### src/shared/serdes_defines.svh
// constants for the serial pixel deserializer: frame layout, timing, register map
`ifndef SERDES_DEFINES_SVH
`define SERDES_DEFINES_SVH

`define FRAME_BITS 30
`define FR_PAY_HI 28
`define FR_PAY_LO 2
`define FR_PAR_BIT 1
`define FR_BLUE0_BIT 5
`define PARITY_SENSE 1'b1

`define BITS_1LANE 5'h1e
`define BITS_2LANE 5'h0f
`define BITS_3LANE 5'h0a

`define PERIOD_W 8
`define CLK_PERIOD_PS 5000
`define LOSS_TIME_NS 500
`define LOSS_CYCLES 8'((`LOSS_TIME_NS * 1000) / `CLK_PERIOD_PS)

`define ADDR_W 12
`define REG_STATUS 12'h000
`define REG_MASK 12'h004
`define REG_MODE 12'h008
`define ST_W 2
`define ST_PARITY 0
`define ST_LOSS 1

`endif

### src/shared/serdes_pkg.sv
// types shared by the serial pixel deserializer modules
package serdes_pkg;
  typedef enum logic [2:0] {
    PM_SHUTDOWN = 3'h1,
    PM_STANDBY = 3'h2,
    PM_ACTIVE = 3'h4
  } power_mode_t;

  typedef struct packed {
    logic [7:0] red;
    logic [7:0] green;
    logic [7:0] blue;
    logic vsync;
    logic hsync;
    logic enable;
  } pixel_t;
endpackage

### src/shared/status_if.sv
// events and state passed from the receive core to the register block
interface status_if import serdes_pkg::*; ();
  logic parity_evt;
  logic loss_evt;
  power_mode_t mode;
  logic [1:0] lane_count;
  modport core (output parity_evt, output loss_evt, output mode, output lane_count);
  modport regs (input parity_evt, input loss_evt, input mode, input lane_count);
endinterface

### src/rtl/bit_timer.sv
// phase accumulator that places lane bit strobes across one measured pixel period
`include "serdes_defines.svh"
module bit_timer #(
  parameter int PW = `PERIOD_W
) (
  input wire logic clock,
  input wire logic srst,
  input wire logic start,
  input wire logic [PW-1:0] period,
  input wire logic [4:0] bits_per_lane,
  output logic strobe,
  output logic last
);
  logic [PW:0] acc;
  logic [4:0] cnt;
  logic [PW:0] next_acc;
  logic [4:0] next_cnt;
  logic next_strobe;
  logic next_last;
  logic [PW+1:0] sum;

  // multiplies the pixel rate by the bits per lane; starting at half a period
  // puts each sample near the middle of its bit slot
  always_comb begin
    next_acc = acc;
    next_cnt = cnt;
    next_strobe = 1'b0;
    next_last = 1'b0;
    sum = (PW+2)'(acc) + (PW+2)'(bits_per_lane);
    if (cnt < bits_per_lane && period != '0) begin
      if (sum >= (PW+2)'(period)) begin
        next_acc = (PW+1)'(sum - (PW+2)'(period));
        next_strobe = 1'b1;
        next_cnt = 5'(cnt + 5'h01);
        next_last = (5'(cnt + 5'h01) == bits_per_lane);
      end else begin
        next_acc = (PW+1)'(sum);
      end
    end
    // with one lane the last strobe can share its cycle with the next start,
    // so the start only reloads the phase and never swallows that strobe
    if (start) begin
      next_acc = (PW+1)'(period >> 1);
      next_cnt = 5'h00;
    end
  end

  always_ff @(posedge clock) begin
    if (srst) begin
      acc <= '0;
      cnt <= 5'h00;
      strobe <= 1'b0;
      last <= 1'b0;
    end else begin
      acc <= next_acc;
      cnt <= next_cnt;
      strobe <= next_strobe;
      last <= next_last;
    end
  end
endmodule

### src/rtl/apb_regs.sv
// apb slave: sticky status, mask, mode readback and the interrupt line
`include "serdes_defines.svh"
module apb_regs
  import serdes_pkg::*;
(
  input wire logic clock,
  input wire logic srst,
  input wire logic [`ADDR_W-1:0] paddr,
  input wire logic psel,
  input wire logic penable,
  input wire logic pwrite,
  input wire logic [31:0] pwdata,
  output logic [31:0] prdata,
  output logic pready,
  output logic pslverr,
  output logic irq,
  status_if.regs st
);
  logic [`ST_W-1:0] status;
  logic [`ST_W-1:0] mask;
  logic [`ST_W-1:0] next_status;
  logic [`ST_W-1:0] next_mask;
  logic [`ST_W-1:0] events;
  logic [31:0] next_prdata;
  logic next_pready;
  logic next_pslverr;
  logic next_irq;
  logic setup;
  logic wr;
  logic mapped;

  always_comb begin
    events = '0;
    events[`ST_PARITY] = st.parity_evt;
    events[`ST_LOSS] = st.loss_evt;
    setup = psel & ~penable;
    wr = psel & penable & pready & pwrite;
    mapped = (paddr == `REG_STATUS) | (paddr == `REG_MASK) | (paddr == `REG_MODE);
    // an event in the clearing cycle survives the write-one-to-clear
    next_status = status | events;
    if (wr && paddr == `REG_STATUS) begin
      next_status = (status & ~pwdata[`ST_W-1:0]) | events;
    end
    next_mask = mask;
    if (wr && paddr == `REG_MASK) begin
      next_mask = pwdata[`ST_W-1:0];
    end
    next_pready = setup;
    next_pslverr = setup & ~mapped;
    next_prdata = prdata;
    if (setup && !pwrite) begin
      case (paddr)
        `REG_STATUS: next_prdata = 32'(status);
        `REG_MASK: next_prdata = 32'(mask);
        `REG_MODE: next_prdata = 32'({st.lane_count, st.mode});
        default: next_prdata = 32'h0000_0000;
      endcase
    end
    next_irq = |(status & mask);
  end

  always_ff @(posedge clock) begin
    if (srst) begin
      status <= '0;
      mask <= '0;
      prdata <= 32'h0000_0000;
      pready <= 1'b0;
      pslverr <= 1'b0;
      irq <= 1'b0;
    end else begin
      status <= next_status;
      mask <= next_mask;
      prdata <= next_prdata;
      pready <= next_pready;
      pslverr <= next_pslverr;
      irq <= next_irq;
    end
  end
endmodule

### src/rtl/serial_pixel_deserializer.sv
// serial pixel deserializer: link sampling, framing, parity check, output bus, power modes
`include "serdes_defines.svh"
module serial_pixel_deserializer
  import serdes_pkg::*;
(
  input wire logic clock,
  input wire logic srst,
  input wire logic link_clock_in,
  input wire logic serial_lane_zero,
  input wire logic serial_lane_one,
  input wire logic serial_lane_two,
  input wire logic lane_select_low,
  input wire logic lane_select_high,
  input wire logic receiver_enable_in,
  input wire logic bus_swap_in,
  input wire logic [`ADDR_W-1:0] paddr,
  input wire logic psel,
  input wire logic penable,
  input wire logic pwrite,
  input wire logic [31:0] pwdata,
  output logic [31:0] prdata,
  output logic pready,
  output logic pslverr,
  output logic irq,
  output logic [23:0] pixel_bus,
  output logic vertical_sync_out,
  output logic horizontal_sync_out,
  output logic display_enable_out,
  output logic pixel_clock_out,
  output logic parity_error_flag
);
  localparam int PW = `PERIOD_W;

  logic [7:0] pin_s1;
  logic [7:0] pin_s2;
  logic link_s;
  logic [2:0] lane_s;
  logic [2:0] lane_mid;
  logic [2:0] lane_late;
  logic ls_high_s;
  logic ls_low_s;
  logic receiver_enable_in_s;
  logic swap_s;

  // every pin passes two flops; the link clock is only sampled, never used as a clock
  always_ff @(posedge clock) begin
    if (srst) begin
      pin_s1 <= 8'h00;
      pin_s2 <= 8'h00;
      lane_mid <= 3'h0;
      lane_late <= 3'h0;
    end else begin
      pin_s1 <= {link_clock_in, serial_lane_two, serial_lane_one, serial_lane_zero,
                 lane_select_high, lane_select_low, receiver_enable_in, bus_swap_in};
      pin_s2 <= pin_s1;
      // lanes trail the link clock by the start and strobe registers, so strobes land mid-bit
      lane_mid <= lane_s;
      lane_late <= lane_mid;
    end
  end
  assign {link_s, lane_s, ls_high_s, ls_low_s, receiver_enable_in_s, swap_s} = pin_s2;

  // link clock presence and period measurement
  logic link_d;
  logic [PW-1:0] idle_cnt;
  logic [PW-1:0] period;
  logic rise_seen;
  logic present;
  logic next_link_d;
  logic [PW-1:0] next_idle_cnt;
  logic [PW-1:0] next_period;
  logic next_rise_seen;
  logic next_present;
  logic link_rise;
  logic loss_evt;

  always_comb begin
    link_rise = link_s & ~link_d;
    next_link_d = link_s;
    next_idle_cnt = idle_cnt;
    next_period = period;
    next_rise_seen = rise_seen;
    next_present = present;
    loss_evt = 1'b0;
    if (!receiver_enable_in_s) begin
      next_idle_cnt = '0;
      next_rise_seen = 1'b0;
      next_present = 1'b0;
    end else if (link_rise) begin
      // one full period is needed before the bit timing can be trusted
      next_idle_cnt = '0;
      next_period = PW'(idle_cnt + PW'(1));
      next_rise_seen = 1'b1;
      next_present = rise_seen;
    end else if (idle_cnt == `LOSS_CYCLES) begin
      next_present = 1'b0;
      next_rise_seen = 1'b0;
      loss_evt = present;
    end else begin
      next_idle_cnt = PW'(idle_cnt + PW'(1));
    end
  end

  always_ff @(posedge clock) begin
    if (srst) begin
      link_d <= 1'b0;
      idle_cnt <= '0;
      period <= '0;
      rise_seen <= 1'b0;
      present <= 1'b0;
    end else begin
      link_d <= next_link_d;
      idle_cnt <= next_idle_cnt;
      period <= next_period;
      rise_seen <= next_rise_seen;
      present <= next_present;
    end
  end

  // power mode
  power_mode_t mode;
  power_mode_t next_mode;
  logic active;

  always_comb begin
    case (mode)
      PM_SHUTDOWN, PM_STANDBY, PM_ACTIVE: begin
        if (!receiver_enable_in_s) begin
          next_mode = PM_SHUTDOWN;
        end else if (!present) begin
          next_mode = PM_STANDBY;
        end else begin
          next_mode = PM_ACTIVE;
        end
      end
      default: next_mode = PM_SHUTDOWN;
    endcase
  end

  always_ff @(posedge clock) begin
    if (srst) begin
      mode <= PM_SHUTDOWN;
    end else begin
      mode <= next_mode;
    end
  end
  assign active = (mode == PM_ACTIVE);

  // lane selection and frame gathering
  logic [1:0] lane_count;
  logic [4:0] bits_per_lane;
  logic strobe;
  logic last;

  always_comb begin
    if (ls_high_s) begin
      lane_count = 2'h3;
      bits_per_lane = `BITS_3LANE;
    end else if (ls_low_s) begin
      lane_count = 2'h2;
      bits_per_lane = `BITS_2LANE;
    end else begin
      lane_count = 2'h1;
      bits_per_lane = `BITS_1LANE;
    end
  end

  bit_timer #(.PW(PW)) u_bit_timer (
    .clock(clock),
    .srst(srst),
    .start(link_rise),
    .period(period),
    .bits_per_lane(bits_per_lane),
    .strobe(strobe),
    .last(last)
  );

  logic [`FRAME_BITS-1:0] shreg;
  logic [`FRAME_BITS-1:0] next_shreg;
  logic eval;
  logic next_eval;

  // lane zero carries the earliest bit of each group; unused lanes are not read
  always_comb begin
    next_shreg = shreg;
    if (strobe) begin
      case (lane_count)
        2'h3: next_shreg = {shreg[`FRAME_BITS-4:0], lane_late[0], lane_late[1], lane_late[2]};
        2'h2: next_shreg = {shreg[`FRAME_BITS-3:0], lane_late[0], lane_late[1]};
        default: next_shreg = {shreg[`FRAME_BITS-2:0], lane_late[0]};
      endcase
    end
    next_eval = strobe & last & active;
  end

  always_ff @(posedge clock) begin
    if (srst) begin
      shreg <= '0;
      eval <= 1'b0;
    end else begin
      shreg <= next_shreg;
      eval <= next_eval;
    end
  end

  // parity and output bus
  pixel_t payload;
  logic par_ok;
  logic [PW-1:0] half_cnt;
  logic [PW-1:0] next_half_cnt;
  logic [23:0] next_pixel_bus;
  logic next_vs;
  logic next_hs;
  logic next_de;
  logic next_pclk;
  logic next_perr;

  function automatic logic [23:0] order_colours(input pixel_t p, input logic swap);
    logic [23:0] rgb;
    logic [23:0] res;
    rgb = {p.red, p.green, p.blue};
    res = rgb;
    if (swap) begin
      for (int i = 0; i < 24; i++) begin
        res[i] = rgb[23-i];
      end
    end
    return res;
  endfunction

  always_comb begin
    payload = pixel_t'(shreg[`FR_PAY_HI:`FR_PAY_LO]);
    par_ok = ((^shreg[`FR_PAY_HI:`FR_PAR_BIT]) == `PARITY_SENSE);
    next_pixel_bus = pixel_bus;
    next_vs = vertical_sync_out;
    next_hs = horizontal_sync_out;
    next_de = display_enable_out;
    next_pclk = pixel_clock_out;
    next_perr = parity_error_flag;
    next_half_cnt = half_cnt;
    if (half_cnt != '0) begin
      next_half_cnt = PW'(half_cnt - PW'(1));
    end else begin
      next_pclk = 1'b0;
      next_perr = 1'b0;
    end
    if (!active) begin
      next_pixel_bus = 24'hff_ffff;
      next_vs = 1'b1;
      next_hs = 1'b1;
      next_de = 1'b0;
      next_pclk = 1'b0;
      next_perr = 1'b0;
      next_half_cnt = '0;
    end else if (eval) begin
      // the regenerated clock rises with the word and stays high half a period
      next_pclk = 1'b1;
      next_half_cnt = period >> 1;
      if (par_ok) begin
        next_pixel_bus = order_colours(payload, swap_s);
        next_vs = payload.vsync;
        next_hs = payload.hsync;
        next_de = payload.enable;
        next_perr = 1'b0;
      end else begin
        next_perr = 1'b1;
      end
    end
  end

  always_ff @(posedge clock) begin
    if (srst) begin
      pixel_bus <= 24'hff_ffff;
      vertical_sync_out <= 1'b1;
      horizontal_sync_out <= 1'b1;
      display_enable_out <= 1'b0;
      pixel_clock_out <= 1'b0;
      parity_error_flag <= 1'b0;
      half_cnt <= '0;
    end else begin
      pixel_bus <= next_pixel_bus;
      vertical_sync_out <= next_vs;
      horizontal_sync_out <= next_hs;
      display_enable_out <= next_de;
      pixel_clock_out <= next_pclk;
      parity_error_flag <= next_perr;
      half_cnt <= next_half_cnt;
    end
  end

  status_if st ();
  assign st.parity_evt = eval & active & ~par_ok;
  assign st.loss_evt = loss_evt;
  assign st.mode = mode;
  assign st.lane_count = lane_count;

  apb_regs u_regs (
    .clock(clock),
    .srst(srst),
    .paddr(paddr),
    .psel(psel),
    .penable(penable),
    .pwrite(pwrite),
    .pwdata(pwdata),
    .prdata(prdata),
    .pready(pready),
    .pslverr(pslverr),
    .irq(irq),
    .st(st.regs)
  );
endmodule

### config.mk
export PLATFORM = sky130hd
export DESIGN_NAME = serial_pixel_deserializer
export DESIGN_NICKNAME = d
export VERILOG_FILES = /design/src/shared/serdes_pkg.sv /design/src/shared/status_if.sv /design/src/rtl/bit_timer.sv /design/src/rtl/apb_regs.sv /design/src/rtl/serial_pixel_deserializer.sv
export VERILOG_INCLUDE_DIRS = /design/src /design/src/shared
export SDC_FILE = /design/constraint.sdc
export NUM_CORES = 1
export LEC_CHECK = 0
export ABC_AREA = 0
export BUFFER_PORTS_ARGS = -buffer_cell sky130_fd_sc_hd__buf_4
export CAP_MARGIN = 20
export CORE_MARGIN = 2
export CORE_UTILIZATION = 60
export CTS_CLUSTER_SIZE = 25
export DETAILED_ROUTE_END_ITERATION = 10
export PLACE_DENSITY = 0.84
export SLEW_MARGIN = 0
export SYNTH_ARGS = -nofsm -noshare
export SYNTH_HDL_FRONTEND = slang
export SYNTH_HIERARCHICAL = 1
export SYNTH_SLANG_ARGS = --single-unit
export TNS_END_PERCENT = 50
### constraint.sdc
create_clock -name clock -period 6.2 [get_ports clock]
set_input_delay 1.24 -clock clock [delete_from_list [all_inputs] [get_ports clock]]
set_output_delay 1.24 -clock clock [all_outputs]
set_load 0.01 [all_outputs]
==> results of run 1 <==
-- cells in the final DEF (no fill, tap or decap), types with 7 or more instances in the layout --
master       n
o21ai_1     17
xor2_1      18
nor2_1      76
clkbuf_16   17
buf_4       70
nor3_1      12
dfxtp_1    138
conb_1      33
o21ai_0     53
inv_1       32
mux2i_1     68
a21oi_1     56
nand2_1     63
xnor2_1     32
a22o_1       8
nor2b_1     55
ha_1        23
nand2b_1     7
a211oi_1     9
nand3_1     26
a2111oi_0   18
-- synth_stat cells, drive strengths merged, types with 12 or more instances --
cell type / n / share of area
mux2i: 68 / 0.088
buf: 35 / 0.033
ha: 23 / 0.037
clkbuf: 44 / 0.021
inv: 32 / 0.016
nor2b: 55 / 0.045
a21oi: 56 / 0.036
nor3: 12 / 0.0078
a2111oi: 24 / 0.032
o21ai: 71 / 0.047
nor2: 76 / 0.037
nand2: 64 / 0.031
xor2: 18 / 0.020
xnor2: 33 / 0.038
nand3: 28 / 0.019
dfxtp: 139 / 0.36
-- state kept, by name (all words and copies together), names as in the netlist, 2 cells and up --
signal           flops
u_bit_timer/cnt      5
pin_s2               8
pin_s1               8
lane_late            3
period               8
u_bit_timer/acc      9
u_regs/status        2
lane_mid             3
pixel_bus           24
idle_cnt             8
u_regs/mask          2
half_cnt             8
mode                 3
u_regs/prdata        5
shreg               29
-- worst reg2reg max path, stage by stage, from the launching register on --
cell	delay [ns]
dfxtp_1	0.31
buf_4	0.42
inv_1	0.24
nand2_1	0.16
inv_1	0.09
ha_1	0.23
inv_1	0.08
fa_1	0.21
nor2b_1	0.08
o31a_2	0.33
o21ai_0	0.25
xor2_1	0.22
inv_1	0.06
ha_1	0.35
nand2_1	0.12
o21ai_0	0.11
a21oi_1	0.27
nand4_2	0.41
mux2_2	0.42
o22ai_1	0.13
-- cell families (layout without fill, tap and decap cells) --
group,count (synthesis),count (layout),synth area share
adder cells (fa/ha/maj),25,25,0.0425
AO/OA/AOI/OAI,208,208,0.175
other,2,33,0.000972
multiplexers,69,69,0.0896
AND/OR/NAND/NOR,285,285,0.193
XOR/XNOR,54,54,0.0679
buffers and inverters,111,133,0.0700
flip-flops,139,139,0.360
-- where the power goes --
group          leakage [nW]  switching [mW]  internal (mW)
registers              1.13         0.00900          0.908
logic                  1.94           0.204          0.129
clock network         0.259           0.382          0.595
total                  3.32           0.595           1.63
-- area by class of cell --
cell class	count	area, µm²	share of cell area
multi-input combinational	674	4520	0.516
sequential	139	2780	0.318
timing repair buffer	71	553	0.0632
clock buffer	19	443	0.0506
tap	172	215	0.0246
clock inverter	11	124	0.0141
inverter	32	120	0.0137
-- per-layer routing --
| layer | routed length, µm | GRT usage | up-vias |
|---|---|---|---|
| met5 | 0 | 0 | - |
| met4 | 320 | 0.0911 | 0 |
| met3 | 914 | 0.0615 | 27 |
| met2 | 8640 | 0.429 | 189 |
| met1 | 7330 | 0.300 | 3026 |
| li1 | - | - | 3171 |
-- worst max path at each step --
stage	endpoint	cells after the start	slack (ns)	from
final	u_bit_timer/acc[0]	19	1.64	pin_s2[3]
after global routing	u_bit_timer/acc[0]	19	1.34	pin_s2[3]
after detailed placement	u_bit_timer/acc[0]	19	1.69	pin_s2[3]
after floorplan	u_bit_timer/acc[7]	19	2.39	pin_s2[2]
after CTS	u_bit_timer/acc[0]	19	1.66	pin_s2[3]
after global placement	u_bit_timer/acc[0]	19	1.85	pin_s2[3]
==> impl_metrics.tcl, run 1 <==
set metrics [dict create \
    grt_pass1_wl_mm 28.2 \
    synthToLayoutAreaGrowth_pct 13.4 \
    yosys.cell_types.count 68 \
    finalCriticalPeriod_ns 4.56 \
    clock_path_buffers 2 \
    critPathTopFamily "compound AO/OA/AOI/OAI gates" \
    fin_util 0.697 \
    r2r_setup_slack_ns 1.64 \
    numPlacedInstances 1087 \
    cts.sinks 139 \
    endpoint_kind "flip-flop" \
    worst-setup-path-type "flip-flop to flip-flop" \
    cell_by_cell_trace_of_the_critical_path "buf_4 -> inv_1 -> nand2_1 -> inv_1 -> ha_1 -> inv_1 -> fa_1 -> nor2b_1 -> o31a_2 -> o21ai_0 -> xor2_1 -> inv_1 -> ha_1 -> nand2_1 -> o21ai_0 -> a21oi_1 -> nand4_2 -> mux2_2 -> o22ai_1" \
    cts_tree "done" \
    setup.worst_path.start_class "flip-flop" \
    max_cap_violations 0 \
    avgViaCountPerCell 5.74 \
    via_count 6413 \
    die_area_um2 13800 \
    placeableCoreArea_um2 12600 \
    detailedPlacementHpwl_mm 11.4 \
    pwr_density_cell_nw_per_um2 255 \
    final_cells 1118 \
    cp_data_required_time_ns 6.54 \
    num_antenna_cells 0 \
    htreeDepth 4 \
    critPathMostFrequentCell "inv_1" \
    setup-violations-final 0 \
    upper_clock_frequency_limit_mhz 219 \
    report.final.slew_viol_count 0 \
    globalplace.congestion 0.899 \
    pleak_nw 3.32 \
    area_of_all_placed_cells_without_fillers_um2 8750 \
    drt_iter0_markers 438 \
    fill_cells 994 \
    detail_route.drc_violations 0 \
    postCtsSetupBuffers 0 \
    final.setup.worst_slack_ns 1.64 \
    cts_resized 0 \
    worstMarginPinSlew_ns 1.00 \
    routed_wire_length_per_instance_um 15.4 \
    post-route-period-util 0.736 \
    largest_voltage_drop_on_the_vdd_net_mv 0.168 \
    post_synthesis_cells 893 \
    cpPeakStageDelay_ns 0.42 \
    cts.clk_slew.worst_paths_ns 0.06 \
    start_util 0.614 \
    asyncSetResetFlopFracSynth 0 \
    synth_enable_flop_cells 0 \
    route.antenna.remaining_nets 0 \
    total_power_mw 2.23 \
    r2r_end "u_bit_timer/acc[0]" \
    grt_antenna_before_repair 0 \
    drt-pass1-iter-count 8 \
    avgSynthCellArea_um2 8.65 \
    die_height_um 117 \
    post_route_cells_drive_above_1_share 0.135 \
    synthesis.area_um2 7720 \
    placement_rows 41 \
    fin_worst_skew_ns 0.00553 \
    cts-buffers-inserted 17 \
    holdCritPathClass "flip-flop to flip-flop" \
    root_buffer "clkbuf_16" \
    critPathMaxFanout 60 \
    total_neg_setup_slack_ns 0 \
    sink_of_the_worst_hold_path "lane_mid[1]" \
    worstReg2RegStart "pin_s2[3]" \
    timing_hold_violations_final 0 \
    synthesis.yosys.warnings 6 \
    post_dp_cell_area_um2 8160 \
    buffer_ports.inserted 63 \
    grt_start_max_net_pins 88 \
    ioPinCount 121 \
    setup_repair_after_global_routing_missed_its_margin "no" \
    grt_overflow 0 \
    cpMaxStageDelayCell "buf_4" \
    max_slew_margin 0.330 \
    worstSkewPairLatency_ns 0.42 \
    cp_num_buf_inv 5 \
    cp.arrival_ns 4.90 \
    wirelength_mm 17.2 \
    min_path_cells 1 \
    dominantRegCellSynth "dfxtp_1" \
    status "finished, final reports clean" \
    ctsHoldBuffers 0 \
    grt_pass1_vias 6047 \
    worst_hold_startpoint "pin_s2[5]" \
    worst-r2r-cell-count 19 \
    seq_area_frac_synth 0.360 \
    nets 1017 \
    dpl_worst_slack_ns 1.69 \
    worst_hold_slack_ns 0.436 \
    total_routing_resource_utilization_after_global_routing 0.248 \
    die_width_um 117 \
    synth-seq-cells 139 \
]
Power figures use the tool's default switching activity.
==> inputs of run 2 (changes only) <==
ABC_AREA = 1   (was 0)
CORE_UTILIZATION = 58   (was 60)
PLACE_DENSITY = 0.81   (was 0.84)
clock period = 4.7 ns   (was 6.2 ns; I/O delays follow)
==> run 2 against run 1 <==
- count of clock-buffer cells in the layout increased by 1
- die area increased by 9.9%
- utilization decreased by 3.3 points
- sequential power increased by 38%
- clock power increased by 37%
- critical path depth increased by 5
- synthesized cell count increased by 30%
- cell area increased by 5.2%
- wire length increased by 8.2%
- clock skew increased by 0.0061 ns
- combinational power increased to 2.8 times the previous value
- maximum frequency increased by 27%
- critical path type unchanged
- largest power group unchanged
==> impl_metrics.tcl, run 2 <==
set metrics [dict create \
    placement_rows 43 \
    worstSkewPairLatency_ns 0.43 \
    globalRoute.busiestLayer "met2" \
    cts_tree "done" \
    critPathMaxFanout 9 \
    report.final.slew_viol_count 0 \
    htreeDepth 4 \
    grt_pass1_wl_mm 30.3 \
    cp_data_required_time_ns 5.02 \
    routed_wire_length_per_instance_um 13.2 \
    placeableCoreArea_um2 13900 \
    globalplace.congestion 0.878 \
    via_count 7495 \
    timing_hold_violations_final 0 \
    avgSynthCellArea_um2 7.07 \
    grt_pass1_vias 6810 \
    worst-setup-path-type "flip-flop to flip-flop" \
    yosysTopAreaCell "dfxtp_1" \
    synth-seq-cells 139 \
    yosys.cell_types.count 54 \
    dominantRegCellSynth "dfxtp_1" \
    setup_repair_after_global_routing_missed_its_margin "no" \
    ioPinCount 121 \
    grt_overflow 0 \
    largest_reg_flops 29 \
    area_of_all_placed_cells_without_fillers_um2 9210 \
    synthesis.area_um2 8230 \
    cts-buffers-inserted 17 \
    ctsHoldBuffers 0 \
    pleak_nw 4.34 \
    grt_antenna_before_repair 0 \
    max_cap_violations 0 \
    post_dp_cell_area_um2 8620 \
    detail_route.drc_violations 0 \
    netlist_top_cells_count "nand2_1, inv_1, dfxtp_1" \
    met1_usage 0.308 \
    setup.worst_path.start_class "flip-flop" \
    worst_hold_startpoint "lane_mid[1]" \
    buffer_ports.inserted 63 \
    num_antenna_cells 0 \
    die_height_um 123 \
    post_synthesis_cells 1164 \
    cts.sinks 139 \
    wirelength_mm 18.6 \
    detailedPlacementHpwl_mm 12.7 \
    nets 1298 \
    holdCritPathClass "flip-flop to flip-flop" \
    total_neg_setup_slack_ns 0 \
    grt_start_max_net_pins 53 \
    die_width_um 123 \
    avgViaCountPerCell 5.32 \
    seq_area_frac_synth 0.338 \
    cts.clk_slew.worst_paths_ns 0.06 \
    upper_clock_frequency_limit_mhz 279 \
    largestRegisters "shreg (29), pixel_bus (24), u_bit_timer/acc (9)" \
    yosys-top-cells-area "dfxtp_1, nand2_1, inv_1, nand3_2, nor2_1" \
    synthesis.yosys.warnings 6 \
    setup-violations-final 0 \
    total_routing_resource_utilization_after_global_routing 0.251 \
    max_slew_margin 0.324 \
    post-synth-top-count-cell "nand2_1" \
    largest_voltage_drop_on_the_vdd_net_mv 0.306 \
    status "finished, final reports clean" \
    layout.cells.most_common "nand2_1" \
    grtUsageMet2 0.421 \
    worst_hold_slack_ns 0.401 \
    finalCriticalPeriod_ns 3.58 \
    worstReg2RegStart "pin_s2[3]" \
    critical_path_origin "pin_s2[3]" \
    synthToLayoutAreaGrowth_pct 11.9 \
    asyncSetResetFlopFracSynth 0 \
    largest_reg_by_ff_count "shreg" \
    synth_enable_flop_cells 0 \
    route.antenna.remaining_nets 0 \
    endpoint_kind "flip-flop" \
    synth_top_area_share 0.338 \
    postCtsSetupBuffers 0 \
    post_route_cells_drive_above_1_share 0.172 \
    fin_worst_skew_ns 0.0116 \
    post-route-period-util 0.763 \
    cp.arrival_ns 3.90 \
    cts_resized 0 \
    drt_iter0_markers 690 \
    pwr_density_cell_nw_per_um2 386 \
    die_area_um2 15200 \
    root_buffer "clkbuf_16" \
    groute.layer.met3.usage 0.0632 \
    mostFrequentLayoutCells "nand2_1, inv_1, dfxtp_1" \
    total_power_mw 3.55 \
    start_util 0.593 \
    clock_path_buffers 2 \
    drt-pass1-iter-count 5 \
    fill_cells 1195 \
    worstMarginPinSlew_ns 1.01 \
]
[run 2: logic make-up after synthesis]
group                    after synthesis  share of synthesized area
other                                  2                   0.000912
AO/OA/AOI/OAI                        184                      0.139
XOR/XNOR                              24                     0.0255
AND/OR/NAND/NOR                      533                      0.311
adder cells (fa/ha/maj)               25                     0.0398
flip-flops                           139                      0.338
buffers and inverters                257                      0.146
[run 2: critical path: stages, from the launching register on]
cell	delay (ns)
dfxtp_1	0.37
clkinv_1	0.08
nand2_1	0.06
inv_1	0.21
ha_1	0.26
inv_1	0.07
fa_1	0.41
inv_1	0.10
nand3_1	0.07
nand2_1	0.13
xnor2_1	0.17
inv_1	0.07
ha_1	0.33
nand2_1	0.09
inv_1	0.05
nand2_1	0.08
inv_2	0.04
nand2_2	0.06
nand2_2	0.06
nor2_4	0.22
nand3_4	0.17
nand2_4	0.15
inv_6	0.06
nor2_1	0.12
nor2_2	0.05
[run 2: layer usage]
metal	routed length [µm]	part of all wire	vias up
li1	-	-	3809
met1	8360	0.45	3411
met2	8730	0.47	241
met3	1150	0.062	34
met4	381	0.020	0
met5	0	0	-
[run 2: final timing paths]
| path | endpoint | slack [ns] | depth (start not counted) |
|---|---|---|---|
| setup / recovery | u_bit_timer/cnt[3] | 1.12 | 24 |
| setup reg to reg | u_bit_timer/cnt[3] | 1.12 | 24 |
| hold / removal | lane_late[1] | 0.40 | 2 |
| hold reg to reg | lane_late[1] | 0.40 | 2 |
[run 2: cell type report]
type	count	area, µm²	area share
Multi-Input combinational cell	799	4370	0.474
Sequential cell	139	2780	0.302
Inverter	189	714	0.0775
Tap cell	180	225	0.0244
Timing Repair Buffer	70	526	0.0570
Clock buffer	20	457	0.0496
Clock inverter	12	139	0.0151
[run 2: where the power goes]
| part | leakage (nW) | internal [mW] | switching (mW) |
|---|---|---|---|
| combinational | 2.93 | 0.307 | 0.633 |
| clock | 0.279 | 0.813 | 0.525 |
| sequential | 1.13 | 1.23 | 0.0488 |
| total | 4.34 | 2.35 | 1.21 |
[run 2: per-stage QoR]
stage | setup WS, ns | util | instances
final | 1.12 | 0.664 | 1409
after global routing | 0.823 | 0.664 | 1409
after CTS | 1.14 | 0.664 | 1409
after detailed placement | 1.18 | 0.621 | 1377
after global placement | 1.26 | 0.621 | 1377
after floorplan | 1.52 | - | 1195
==> inputs of run 3 (changes only) <==
clock period = 3.5 ns   (was 4.7 ns; I/O delays follow)
==> run 3 against run 2 <==
- via count increased by 0.97%
- combinational power increased by 38%
- sequential power increased by 35%
- final cell count increased by 0.21%
- flip-flop and latch count unchanged
- critical endpoint is now u_bit_timer/cnt[4]
- largest cell class unchanged
==> impl_metrics.tcl, run 3 (synthesized netlist as in run 2, its figures left out) <==
set metrics [dict create \
    status "finished, final reports clean" \
    fin_worst_skew_ns 0.00697 \
    ioPinCount 121 \
    grt_pass1_vias 6736 \
    grt_antenna_before_repair 0 \
    sink_of_the_worst_hold_path "pin_s2[4]" \
    critPathTopFamily "simple AND/OR/NAND/NOR gates" \
    worst_hold_startpoint "pin_s1[4]" \
    max_cap_violations 0 \
    total_neg_setup_slack_ns 0 \
    largest_reg_flops 29 \
    avgViaCountPerCell 5.36 \
    cpMaxStageDelayCell "fa_1" \
    critPathMaxFanout 9 \
    timing_hold_violations_final 0 \
    via_count 7568 \
    cp_num_buf_inv 8 \
    min_path_cells 2 \
    synthToLayoutAreaGrowth_pct 12.3 \
    setup_repair_after_global_routing_missed_its_margin "no" \
    r2r_setup_slack_ns 0.29 \
    largest_voltage_drop_on_the_vdd_net_mv 0.350 \
    pwr_density_cell_nw_per_um2 517 \
    drt-pass1-iter-count 6 \
    worst-r2r-cell-count 25 \
    clock_path_buffers 2 \
    holdCritPathClass "flip-flop to flip-flop" \
    grtUsageMet2 0.424 \
    cts_tree "done" \
    r2r_end "u_bit_timer/cnt[4]" \
    root_buffer "clkbuf_16" \
    worst-setup-path-type "flip-flop to flip-flop" \
    report.final.slew_viol_count 0 \
    cpPeakStageDelay_ns 0.39 \
    setup-violations-final 0 \
    pleak_nw 4.37 \
    detail_route.drc_violations 0 \
    seq_area_um2 2780 \
    die_width_um 123 \
    multi_input_comb_area_um2 4390 \
    detailedPlacementHpwl_mm 12.9 \
    worstReg2RegStart "pin_s2[3]" \
    worstMarginPinSlew_ns 1.01 \
    setup.worst_path.start_class "flip-flop" \
    grt_overflow 0 \
    cts.sinks 139 \
    final.setup.worst_slack_ns 0.290 \
    endpoint_kind "flip-flop" \
    total_routing_resource_utilization_after_global_routing 0.251 \
    placement_rows 43 \
    post-route-period-util 0.917 \
    dpl_worst_slack_ns 0.233 \
    grt_start_max_net_pins 53 \
    placeableCoreArea_um2 13900 \
    wirelength_mm 18.7 \
    cp.arrival_ns 3.53 \
    critical_path_origin "pin_s2[3]" \
    worst_hold_slack_ns 0.399 \
    routed_wire_length_per_instance_um 13.2 \
    die_area_um2 15200 \
    layout.cells.most_common "nand2_1" \
    post_route_cells_drive_above_1_share 0.175 \
    start_util 0.593 \
    mostFrequentLayoutCells "nand2_1, inv_1, dfxtp_1" \
    largestRegisters "shreg (29), pixel_bus (24), u_bit_timer/acc (9)" \
    globalplace.congestion 0.908 \
    nets 1302 \
    met1_usage 0.309 \
    grt_pass1_wl_mm 30.3 \
    route.antenna.remaining_nets 0 \
    num_antenna_cells 0 \
    largest_reg_by_ff_count "shreg" \
    upper_clock_frequency_limit_mhz 312 \
    critPathMostFrequentCell "nand2_1" \
    drt_iter0_markers 618 \
    fill_cells 1219 \
    groute.layer.met3.usage 0.0475 \
    fin_util 0.666 \
    cp_data_required_time_ns 3.82 \
    cts.clk_slew.worst_paths_ns 0.06 \
    globalRoute.busiestLayer "met2" \
    buffer_ports.inserted 63 \
    finalCriticalPeriod_ns 3.21 \
    htreeDepth 4 \
    max_slew_margin 0.327 \
    worstSkewPairLatency_ns 0.42 \
    die_height_um 123 \
    cts-buffers-inserted 17 \
]
-- run 3: cell count changes in the layout (fill, tap and decap cells not counted) --
cell / delta
buf_4: +4
clkbuf_1: +1
clkinv_2: +2
clkinv_4: -2
clkinvlp_4: -2
ha_1: -2
ha_2: +1
ha_4: +1
xnor2_1: -1
xnor2_2: +1
-- run 3: power by group --
part	switching (mW)	internal, mW	total [mW]	leakage (nW)
Sequential	0.0696	1.65	1.72	1.13
Clock	0.683	1.08	1.77	0.280
Combinational	0.856	0.448	1.30	2.96
-- run 3: routing by layer --
metal,part of all wire,vias to the layer above
li1,-,3821
met1,0.44,3468
met2,0.48,247
met3,0.058,32
met4,0.022,0
met5,0,-
-- run 3: through the flow --
step                cell area (µm²)  cells  power [mW]
finish                         9250   1412        4.79
global route                   9250   1412        5.03
CTS                            9210   1410        4.75
detailed placement             8630   1379        2.99
global placement               8630   1379        2.95
floorplan                      8350   1195        2.95
-- run 3: worst max-delay path by stage --
stage / end / slack, ns / cells after the start
5_1_grt: u_bit_timer/cnt[0] / 0.01 / 25
2_1_floorplan: u_bit_timer/cnt[3] / 0.32 / 24
6_report: u_bit_timer/cnt[4] / 0.29 / 25
4_1_cts: u_bit_timer/cnt[4] / 0.15 / 24
3_5_place_dp: u_bit_timer/cnt[4] / 0.23 / 24
3_3_place_gp: u_bit_timer/cnt[4] / 0.30 / 24
-- run 3: worst register-to-register path: stages (launching register included) --
cell,delay [ns]
dfxtp_1,0.33
clkinv_1,0.09
nand2_1,0.07
inv_1,0.10
ha_2,0.22
inv_1,0.06
fa_1,0.39
inv_1,0.09
nand2_1,0.07
nand3_1,0.07
nand2_1,0.05
nand2_1,0.11
inv_1,0.06
ha_1,0.36
nand2_2,0.09
inv_2,0.04
nand2_1,0.09
inv_2,0.04
nand2_2,0.06
nand2_2,0.06
nor2_4,0.15
nand3_4,0.15
nand2_4,0.15
inv_6,0.06
nor2_1,0.11
nor2_2,0.05
-- run 3: what timing repair did --
action / in CTS / in global routing
resized for setup: 0 / 3
buffers inserted: 0 / 2
endpoints found under the setup margin: 0 / 16
hold buffers: 0 / 0
-- run 3: layout make-up --
type | instances | share of cell area
Multi-Input combinational cell | 799 | 0.475
Clock buffer | 21 | 0.0498
Inverter | 189 | 0.0773
Tap cell | 180 | 0.0244
Sequential cell | 139 | 0.301
Clock inverter | 10 | 0.0126
Timing Repair Buffer | 74 | 0.0601
